## config.mk

```make
export PLATFORM = sky130hd
export DESIGN_NAME = bbs_sequencer
export DESIGN_NICKNAME = d
export VERILOG_FILES = /design/src/rtl/bbs_pkg.sv /design/src/rtl/bbs_sequencer.sv
export SDC_FILE = /design/constraint.sdc
export NUM_CORES = 1
export LEC_CHECK = 0
export BUFFER_PORTS_ARGS = -buffer_cell sky130_fd_sc_hd__buf_2
export CAP_MARGIN = 0
export CORE_MARGIN = 1.5
export CORE_UTILIZATION = 54
export CTS_BUF_LIST = sky130_fd_sc_hd__clkbuf_2 sky130_fd_sc_hd__clkbuf_4 sky130_fd_sc_hd__clkbuf_8
export CTS_CLUSTER_DIAMETER = 80
export CTS_CLUSTER_SIZE = 25
export DETAILED_ROUTE_END_ITERATION = 10
export PLACE_DENSITY = 0.78
export SYNTH_ARGS = -nofsm -noshare
export SYNTH_HDL_FRONTEND = slang
export SYNTH_SLANG_ARGS = --single-unit
export TNS_END_PERCENT = 100
```

## constraint.sdc

```tcl
create_clock -name clock -period 2.4 [get_ports clock]
set_input_delay 0.36 -clock clock [delete_from_list [all_inputs] [get_ports clock]]
set_output_delay 0.36 -clock clock [all_outputs]
set_load 0.03 [all_outputs]
```

## src/rtl/bbs_pkg.sv

```systemverilog
// package: constants and state type for the boost/bypass mode sequencer
package bbs_pkg;
	// ----------------------------------------
	// clock and timing
	// ----------------------------------------
	localparam int CLK_MHZ           = 250;
	localparam int LINEAR_START_PHASE_TWO_TIMEOUT_US   = 1024;
	localparam int SS_TIMEOUT_MS     = 2;
	localparam int RESTART_DELAY_MS  = 1;
	localparam int LINEAR_START_PHASE_ONE_MIN_US       = 10;
	localparam int LINEAR_START_PHASE_TWO_TIMEOUT_CYC  = LINEAR_START_PHASE_TWO_TIMEOUT_US * CLK_MHZ;
	localparam int SS_TIMEOUT_CYC    = SS_TIMEOUT_MS * 1000 * CLK_MHZ;
	localparam int RESTART_DELAY_CYC = RESTART_DELAY_MS * 1000 * CLK_MHZ;
	localparam int LINEAR_START_PHASE_ONE_MIN_CYC      = LINEAR_START_PHASE_ONE_MIN_US * CLK_MHZ;
	localparam int TMR_W             = 20;
	// ----------------------------------------
	// output level codes
	// ----------------------------------------
	localparam logic LEVEL_LOW_3V15 = 1'b0;
	localparam logic LEVEL_HIGH_3V6 = 1'b1;
	// ----------------------------------------
	// sequencer states
	// ----------------------------------------
	typedef enum logic [2:0] {
		ST_SHUTDOWN,
		ST_FORCED_PASS,
		ST_LIN_ONE,
		ST_LIN_TWO,
		ST_SOFT_START,
		ST_BOOST,
		ST_BYPASS,
		ST_FAULT
	} bbs_state_t;
endpackage

```

## src/rtl/bbs_sequencer.sv

```systemverilog
// module: boost/bypass mode sequencer
`timescale 1ns/10ps
`default_nettype none
module bbs_sequencer #(
	parameter int LINEAR_START_PHASE_TWO_TIMEOUT_CYC  = bbs_pkg::LINEAR_START_PHASE_TWO_TIMEOUT_CYC,
	parameter int SS_TIMEOUT_CYC    = bbs_pkg::SS_TIMEOUT_CYC,
	parameter int RESTART_DELAY_CYC = bbs_pkg::RESTART_DELAY_CYC,
	parameter int LINEAR_START_PHASE_ONE_MIN_CYC      = bbs_pkg::LINEAR_START_PHASE_ONE_MIN_CYC
) (
	input  wire logic clock,
	input  wire logic srst,
	input  wire logic enable,
	input  wire logic forced_bypass_n,
	input  wire logic output_level_select,
	input  wire logic vin_above_uvlo,
	input  wire logic vin_above_vout,
	input  wire logic vout_at_target,
	input  wire logic vin_above_target,
	input  wire logic over_current_protect,
	input  wire logic temp_above_high,
	input  wire logic temp_below_low,
	input  wire logic pwm_on_req,
	output logic      bypass_switch_on,
	output logic      linear_start_phase_one,
	output logic      linear_start_phase_two,
	output logic      soft_start_active,
	output logic      boost_switching,
	output logic      high_side_on,
	output logic      path_open,
	output logic      target_level,
	output logic      power_good_out,
	output logic      power_good_oe,
	output logic      over_temp_latched
);
	// ----------------------------------------
	// state and timer
	// ----------------------------------------
	bbs_pkg::bbs_state_t state_r, state_nxt;
	logic [bbs_pkg::TMR_W-1:0] tmr_r;
	logic otp_r;
	logic ocp_hold_r;

	function automatic logic tmr_past(input logic [bbs_pkg::TMR_W-1:0] t, input int lim);
		tmr_past = (int'(t) >= lim);
	endfunction

	wire linear_start_phase_one_done   = tmr_past(tmr_r, LINEAR_START_PHASE_ONE_MIN_CYC) && !vin_above_vout;
	wire linear_start_phase_two_expire = tmr_past(tmr_r, LINEAR_START_PHASE_TWO_TIMEOUT_CYC);
	wire ss_expire   = tmr_past(tmr_r, SS_TIMEOUT_CYC);
	wire rst_expire  = tmr_past(tmr_r, RESTART_DELAY_CYC);
	wire auto_mode   = enable && forced_bypass_n;
	// over-temperature latches; release needs the lower threshold, giving hysteresis
	wire otp_nxt     = temp_above_high ? 1'b1 : (temp_below_low ? 1'b0 : otp_r);

	always_comb begin
		state_nxt = state_r;
		case (state_r)
			bbs_pkg::ST_SHUTDOWN: begin
				if (enable && !forced_bypass_n)
					state_nxt = bbs_pkg::ST_FORCED_PASS;
				else if (auto_mode && vin_above_uvlo)
					state_nxt = bbs_pkg::ST_LIN_ONE;
			end
			bbs_pkg::ST_FORCED_PASS: begin
				if (forced_bypass_n)
					state_nxt = bbs_pkg::ST_LIN_ONE;
			end
			bbs_pkg::ST_LIN_ONE: begin
				if (linear_start_phase_one_done)
					state_nxt = bbs_pkg::ST_LIN_TWO;
			end
			bbs_pkg::ST_LIN_TWO: begin
				if (linear_start_phase_two_expire)
					state_nxt = bbs_pkg::ST_FAULT;
				else if (!vin_above_vout)
					state_nxt = bbs_pkg::ST_SOFT_START;
			end
			bbs_pkg::ST_SOFT_START: begin
				if (ss_expire)
					state_nxt = bbs_pkg::ST_FAULT;
				else if (vout_at_target)
					state_nxt = bbs_pkg::ST_BOOST;
			end
			bbs_pkg::ST_BOOST: begin
				if (vin_above_target)
					state_nxt = bbs_pkg::ST_BYPASS;
			end
			bbs_pkg::ST_BYPASS: begin
				if (!vin_above_target)
					state_nxt = bbs_pkg::ST_BOOST;
			end
			bbs_pkg::ST_FAULT: begin
				if (rst_expire)
					state_nxt = bbs_pkg::ST_LIN_ONE;
			end
			default: state_nxt = bbs_pkg::ST_SHUTDOWN;
		endcase
		// mode pins override everything; enable low wins over all
		if (!enable)
			state_nxt = bbs_pkg::ST_SHUTDOWN;
		else if (!forced_bypass_n)
			state_nxt = bbs_pkg::ST_FORCED_PASS;
		else if (otp_nxt && state_nxt != bbs_pkg::ST_FAULT && state_r != bbs_pkg::ST_FAULT)
			state_nxt = bbs_pkg::ST_SHUTDOWN;
	end

	// ----------------------------------------
	// output decode
	// ----------------------------------------
	wire s_boost   = (state_nxt == bbs_pkg::ST_BOOST);
	wire s_bypass  = (state_nxt == bbs_pkg::ST_BYPASS) || (state_nxt == bbs_pkg::ST_FORCED_PASS);
	wire s_ss      = (state_nxt == bbs_pkg::ST_SOFT_START);
	wire switching = s_boost || s_ss;
	wire pg_ok     = (s_boost || (state_nxt == bbs_pkg::ST_BYPASS)) && !otp_nxt;
	// current limit clears the hold only once the inductor current has fallen
	wire ocp_hold_nxt = (high_side_on && over_current_protect) ? 1'b1
	                  : (over_current_protect ? ocp_hold_r : 1'b0);
	wire hs_nxt       = switching && pwm_on_req && !ocp_hold_nxt && !over_current_protect;

	always_ff @(posedge clock) begin
		if (srst) begin
			state_r    <= bbs_pkg::ST_SHUTDOWN;
			tmr_r      <= '0;
			otp_r      <= 1'b0;
			ocp_hold_r <= 1'b0;
		end else begin
			state_r    <= state_nxt;
			// saturating so long waits never wrap back under a limit
			tmr_r      <= (state_nxt != state_r) ? '0
			            : (&tmr_r ? tmr_r : tmr_r + 1'b1);
			otp_r      <= otp_nxt;
			ocp_hold_r <= ocp_hold_nxt;
		end
	end

	always_ff @(posedge clock) begin
		if (srst) begin
			bypass_switch_on       <= 1'b0;
			linear_start_phase_one <= 1'b0;
			linear_start_phase_two <= 1'b0;
			soft_start_active      <= 1'b0;
			boost_switching        <= 1'b0;
			high_side_on           <= 1'b0;
			path_open              <= 1'b1;
			target_level           <= bbs_pkg::LEVEL_LOW_3V15;
			power_good_out         <= 1'b0;
			power_good_oe          <= 1'b1;
			over_temp_latched      <= 1'b0;
		end else begin
			bypass_switch_on       <= s_bypass;
			linear_start_phase_one <= (state_nxt == bbs_pkg::ST_LIN_ONE);
			linear_start_phase_two <= (state_nxt == bbs_pkg::ST_LIN_TWO);
			soft_start_active      <= s_ss;
			boost_switching        <= switching;
			high_side_on           <= hs_nxt;
			path_open              <= (state_nxt == bbs_pkg::ST_FAULT)
			                       || (state_nxt == bbs_pkg::ST_SHUTDOWN);
			target_level           <= output_level_select;
			power_good_out         <= 1'b0;
			// open drain: pulled low unless good and no current limit event
			power_good_oe          <= !(pg_ok && !ocp_hold_nxt);
			over_temp_latched      <= otp_nxt;
		end
	end

	// ----------------------------------------
	// checks on mode decode and sequencing
	// ----------------------------------------
	// the mode pins can pre-empt any step and the latch any step that neither enters nor leaves fault, so each step check is qualified
	wire run_ok = enable && forced_bypass_n && !otp_nxt;
endmodule
`default_nettype wire

```

==> run metrics, run 1 <==
Initial Utilization 0.559; worst-margin pin slew 0.513 ns; H-Tree Depth 2; Slowest-stage cell, CP or4_4; global-route wire length before repair 8870 um; R2R cell count 8; clk sink count 34; Antenna Nets Post-Route 0; Core Footprint 3660 sq um; Yosys cell types 60; share of layout cells above drive strength 1 0.295; Layout Nets 312; largest register by flop count tmr_r; antenna violations before repair 0; Port Buffers 22; vias in the first global route 1948; fmax 0.404 GHz; CTS Buf Count 5; top flop regs tmr_r: 20 flops, state_r: 3 flops; GPL Wtd Cong 0.908; routed vias/inst 6.31; Filler Cells Inserted 293; Post-Synth XOR/XNOR Area 0.0599; Syn Nets 266; Avg Cell Area, Syn 8.16 sq um; Startpoint Class flip-flop; CP max stage delay 0.54 ns; largest buffer count on any clock path 2; Overflow after GRT 0; First-pass DRT Iterations 5; clock skew 0.00831 ns; grt peak-use layer met2; most frequent cells in the layout dfxtp_1 (33), nor3_1 (32), buf_4 (29), buf_2 (22), nor2_1 (20); Primary FF master, synth dfxtp_1; clock slew seen by the registers of the worst setup and hold paths 0.07 ns; post-synthesis mux area share 0.00978; data required time of the worst path 2.58 ns; normalized max-slew margin 0.658; die area 4170 sq um; largest net degree at the start of global routing 21; Ports 24; Post-synth EDFFs 0; critical path type reg2reg; CP cell instances or4_4 -> o31a_1 -> or3_4 -> nor4_2 -> a211oi_1 -> nand4_1 -> buf_6 -> nor3_1; Worst Hold Class in2reg; asr flop ratio synth 0; drt first-iter violations 224; row cnt 22; most common cell after layout, fill and taps aside dfxtp_1; Final Cycle Share 1.03; cell family with most CP delay simple AND/OR/NAND/NOR gates; hold-fix buffers at CTS 0; failing checks negative setup slack; pre-CTS setup slack -0.0284 ns; Ys Warns 0; via count 2184; fin. max-slew vios 0; max FFs per register 20; Syn Inst Count 251; final hold vios 0; unrepaired setup endpoints after global routing true; synthesized cell area 2050 sq um; MaxCap Viol Count 0; CP bufs+invs 1; clock root buffer clkbuf_8; Tmin final 2.48 ns; drt wl/cell 16.6 um; Worst Setup End Kind flip-flop; Die Span Y 64.6 um; worst path arrival time 2.66 ns; Simple-Gate Fraction of Synth Area 0.355; Area Overhead vs Synth 26.4%; hold path cells 2; met2 global-route usage 0.413; Hold WS 0.234 ns; post-route setup slack -0.0783 ns; instance count on the critical path 8; Final setup viols 20; total wire length 5740 um; register area share after synthesis 0.333; die width 64.6 um; GRT Total Usage 0.274; setup tns final -1.27 ns; pwr/cell area 458 nW/um^2; status complete, but fails checks; Peak VDD IR 0.000351 V; Synth Area in Compound Gates 0.169; largest family of logic cells by synthesized area simple AND/OR/NAND/NOR gates; worst-path fanout max 20; GR Util met1 0.356; DP Wirelength 3900 um; residual DRC count 0; CTS tree done; n_diodes 0; clock latency on the worst-skew pair 0.30 ns; Synth Register Bits 34; grt met3 use 0.0799; Leak 0.000984 uW; adder-cell share of the synthesized area 0.0171
-- per-layer routing --
| metal | share of wire | wire, um |
|---|---|---|
| met5 | 0 | 0 |
| met4 | 0.044 | 250 |
| met3 | 0.096 | 548 |
| met2 | 0.44 | 2530 |
| met1 | 0.42 | 2410 |
-- through the flow --
step / power [uW] / utilization / instance area [sq um] / std cells
global route: 1210 / 0.707 / 2590 / 346
global placement: 720 / 0.652 / 2390 / 338
CTS: 1170 / 0.683 / 2500 / 346
detailed placement: 724 / 0.652 / 2390 / 338
floorplan: 675 / - / 2050 / 251
finish: 1180 / 0.707 / 2590 / 346
-- cells in the mapped netlist (4+ instances only) --
master	count	area (sq um)
nand3_1	7	35.0
nand4_1	11	68.8
clkbuf_1	7	26.3
o21ai_0	8	40.0
xor2_1	7	61.3
nor2_1	21	78.8
buf_2	4	20.0
dfxtp_1	34	681
xnor2_1	7	61.3
nor3_1	33	165
and3_1	4	25.0
or4_1	4	30.0
a21oi_1	6	30.0
inv_1	8	30.0
nand2_1	19	71.3
-- logic make-up (layout without fill, tap and decap cells) --
family          Yosys count  after routing
simple gates            128            128
compound gates           46             46
flops                    34             34
buf+inv                  23             70
xor+xnor                 14             14
fa+ha+maj                 3              3
mux                       2              2
other cells               1              1
-- final timing paths --
| path | start | to | slack (ns) |
|---|---|---|---|
| max | tmr_r[15] | tmr_r[6] | -0.08 |
| min | over_current_protect | high_side_on | 0.23 |
| max reg2reg | tmr_r[15] | tmr_r[6] | -0.08 |
| min reg2reg | tmr_r[1] | tmr_r[1] | 0.57 |
-- repair_timing --
item	4_1_cts	5_1_grt
buffers inserted	0	0
pin swaps	1	6
gates resized for setup	5	17
setup endpoints to repair	22	25
-- where the power goes --
group,internal [uW],switching [uW]
registers,572,4.71
logic,61.8,91.1
clock network,243,212
total,876,308
-- cell type report --
class	count	area, sq um	area share
repair buffers	54	370	0.143
flip-flops and latches	34	682	0.264
inverters	8	30.0	0.0116
well taps	48	60.1	0.0232
clock inverters	1	5.00	0.00193
multi-input cells	194	1350	0.522
clock buffers	7	90.1	0.0348
Note: power is estimated with default switching activity, not from simulation.
==> run 2, diff against run 1 <==
- CORE_UTILIZATION: 54 -> 55
- PLACE_DENSITY: 0.78 -> 0.76
- clock period: 2.4 -> 2.37 ns (I/O delays scaled with it)
==> run 2 against run 1 <==
Against the previous run: the run still ends with negative setup slack left; core utilization increased by 7.0 points; flip-flop and latch count unchanged; combinational power increased by 5%; non-clock buffer count increased by 13; setup slack better by 0.023 ns; critical path type unchanged.
==> run metrics, run 2 (synthesis gave the netlist of run 1 again) <==
post-route setup slack -0.0551 ns (+0.0231 ns); failing checks negative setup slack; vias in the first global route 1983 (+1.8%); CP cell instances or4_1 -> o31a_1 -> or3_4 -> nor4_1 -> a211oi_1 -> nand4_1 -> buf_12 -> nor3_1; n_diodes 0 (unchanged); Worst Hold Class in2reg; H-Tree Depth 2 (unchanged); clock skew 0.00500 ns (-0.00331 ns); clk sink count 34 (unchanged); GRT Total Usage 0.287 (+0.0130); clock latency on the worst-skew pair 0.29 ns (about the same); routed vias/inst 5.96 (-5.6%); max FFs per register 20 (unchanged); Startpoint Class flip-flop; worst-path fanout max 20 (unchanged); Filler Cells Inserted 257 (-12%); data required time of the worst path 2.55 ns (-0.03 ns); largest buffer count on any clock path 2 (unchanged); Tmin final 2.43 ns (-0.0531 ns); Area Overhead vs Synth 30.6%; Worst Min Path Start over_current_protect; clock root buffer clkbuf_8; antenna violations before repair 0 (unchanged); Core Footprint 3440 sq um (-6.0%); First-pass DRT Iterations 4 (-1); Die Span Y 64.0 um (-0.88%); Antenna Nets Post-Route 0 (unchanged); status complete, but fails checks; Initial Utilization 0.595 (+0.0356); most frequent cells in the layout buf_4 (42), dfxtp_1 (34), nor3_1 (31), buf_2 (22), nor2_1 (20); global-route wire length before repair 9210 um (+3.8%); Port Buffers 22 (unchanged); die area 4100 sq um (-1.7%); worst path arrival time 2.60 ns (-0.06 ns); DP Wirelength 3920 um (+0.40%); Slowest-stage cell, CP or4_1; most common cell after layout, fill and taps aside buf_4; Peak VDD IR 0.000362 V (+3.1%); pwr/cell area 446 nW/um^2 (-2.6%); CP max stage delay 0.51 ns (-0.03 ns); Post-Route Utilization 0.776 (+0.0697); Reg2Reg Launch Point tmr_r[15]; fmax 0.412 GHz (+2.2%); fin. max-slew vios 0 (unchanged); clock slew seen by the registers of the worst setup and hold paths 0.07 ns (about the same); drt first-iter violations 190 (-15%); Overflow after GRT 0 (unchanged); drt wl/cell 15.5 um (-6.8%); unrepaired setup endpoints after global routing true; Final setup viols 21 (+5.0%); final hold vios 0 (unchanged); Leak 0.00105 uW (+6.5%); share of layout cells above drive strength 1 0.318 (+0.0230); GPL Wtd Cong 0.871 (-4.1%); Final Cycle Share 1.02 (-0.00935); Layout Nets 325 (+4.2%); pre-CTS setup slack -0.0773 ns (-0.0489 ns); residual DRC count 0 (unchanged); largest register by flop count tmr_r; top flop regs tmr_r: 20 flops, state_r: 3 flops; Ports 24 (unchanged); total wire length 5520 um (-3.8%); die width 64.0 um (-0.88%); via count 2128 (-2.6%); Worst Setup End Kind flip-flop; CTS tree done; crit path from tmr_r[15]; critical path type reg2reg; MaxCap Viol Count 0 (unchanged); row cnt 21 (-4.5%); largest net degree at the start of global routing 21 (unchanged); CTS Buf Count 5 (unchanged)
-- run 2: worst paths after layout --
check,slack (ns),to,cells past startpoint
max reg2reg,-0.06,tmr_r[4],8
min reg2reg,0.57,tmr_r[1],2
max,-0.06,tmr_r[4],8
min,0.25,high_side_on,2
-- run 2: per-stage QoR --
| stage | area, sq um | hold WS [ns] | setup TNS, ns | instances | power (uW) |
|---|---|---|---|---|---|
| after floorplan | 2050 | 0.427 | 0 | 251 | 683 |
| after CTS | 2600 | 0.236 | -0.0441 | 357 | 1190 |
| final | 2670 | 0.251 | -0.987 | 357 | 1190 |
| after global placement | 2490 | 0.536 | -0.195 | 349 | 741 |
| after global routing | 2670 | 0.241 | -3.04 | 357 | 1240 |
| after detailed placement | 2490 | 0.541 | -0.545 | 349 | 745 |
-- run 2: critical path, delay by kind of cell, from the launching register on --
family	cells	cell delay, ns
simple gates	5	1.40
flops	1	0.31
compound gates	2	0.42
buf+inv	1	0.18
-- run 2: what timing repair did --
action | 4_1_cts | 5_1_grt
setup buffers | 0 | 0
setup endpoints to repair | 21 | 27
resized for setup | 2 | 14
pin swaps | 1 | 1
hold buffers | 0 | 0
-- run 2: report_power, final --
part	switching, uW	total, uW	internal (uW)
clock	213	446	233
combinational	91.6	161	69.7
sequential	4.92	584	579
total	309	1190	882
-- run 2: per-layer routing --
layer	up-vias	routed length, um	track usage
met2	76	2570	0.434
li1	1039	-	-
met3	13	352	0.0669
met5	-	0	0
met1	1000	2500	0.399
met4	0	93	0.103
-- run 2: final cells by class --
cell class	instances	area, sq um	area share
multi-input cells	194	1330	0.499
flip-flops and latches	34	681	0.255
repair buffers	67	477	0.178
clock buffers	6	82.6	0.0309
well taps	46	57.6	0.0215
inverters	8	30.0	0.0112
clock inverters	2	12.5	0.00468
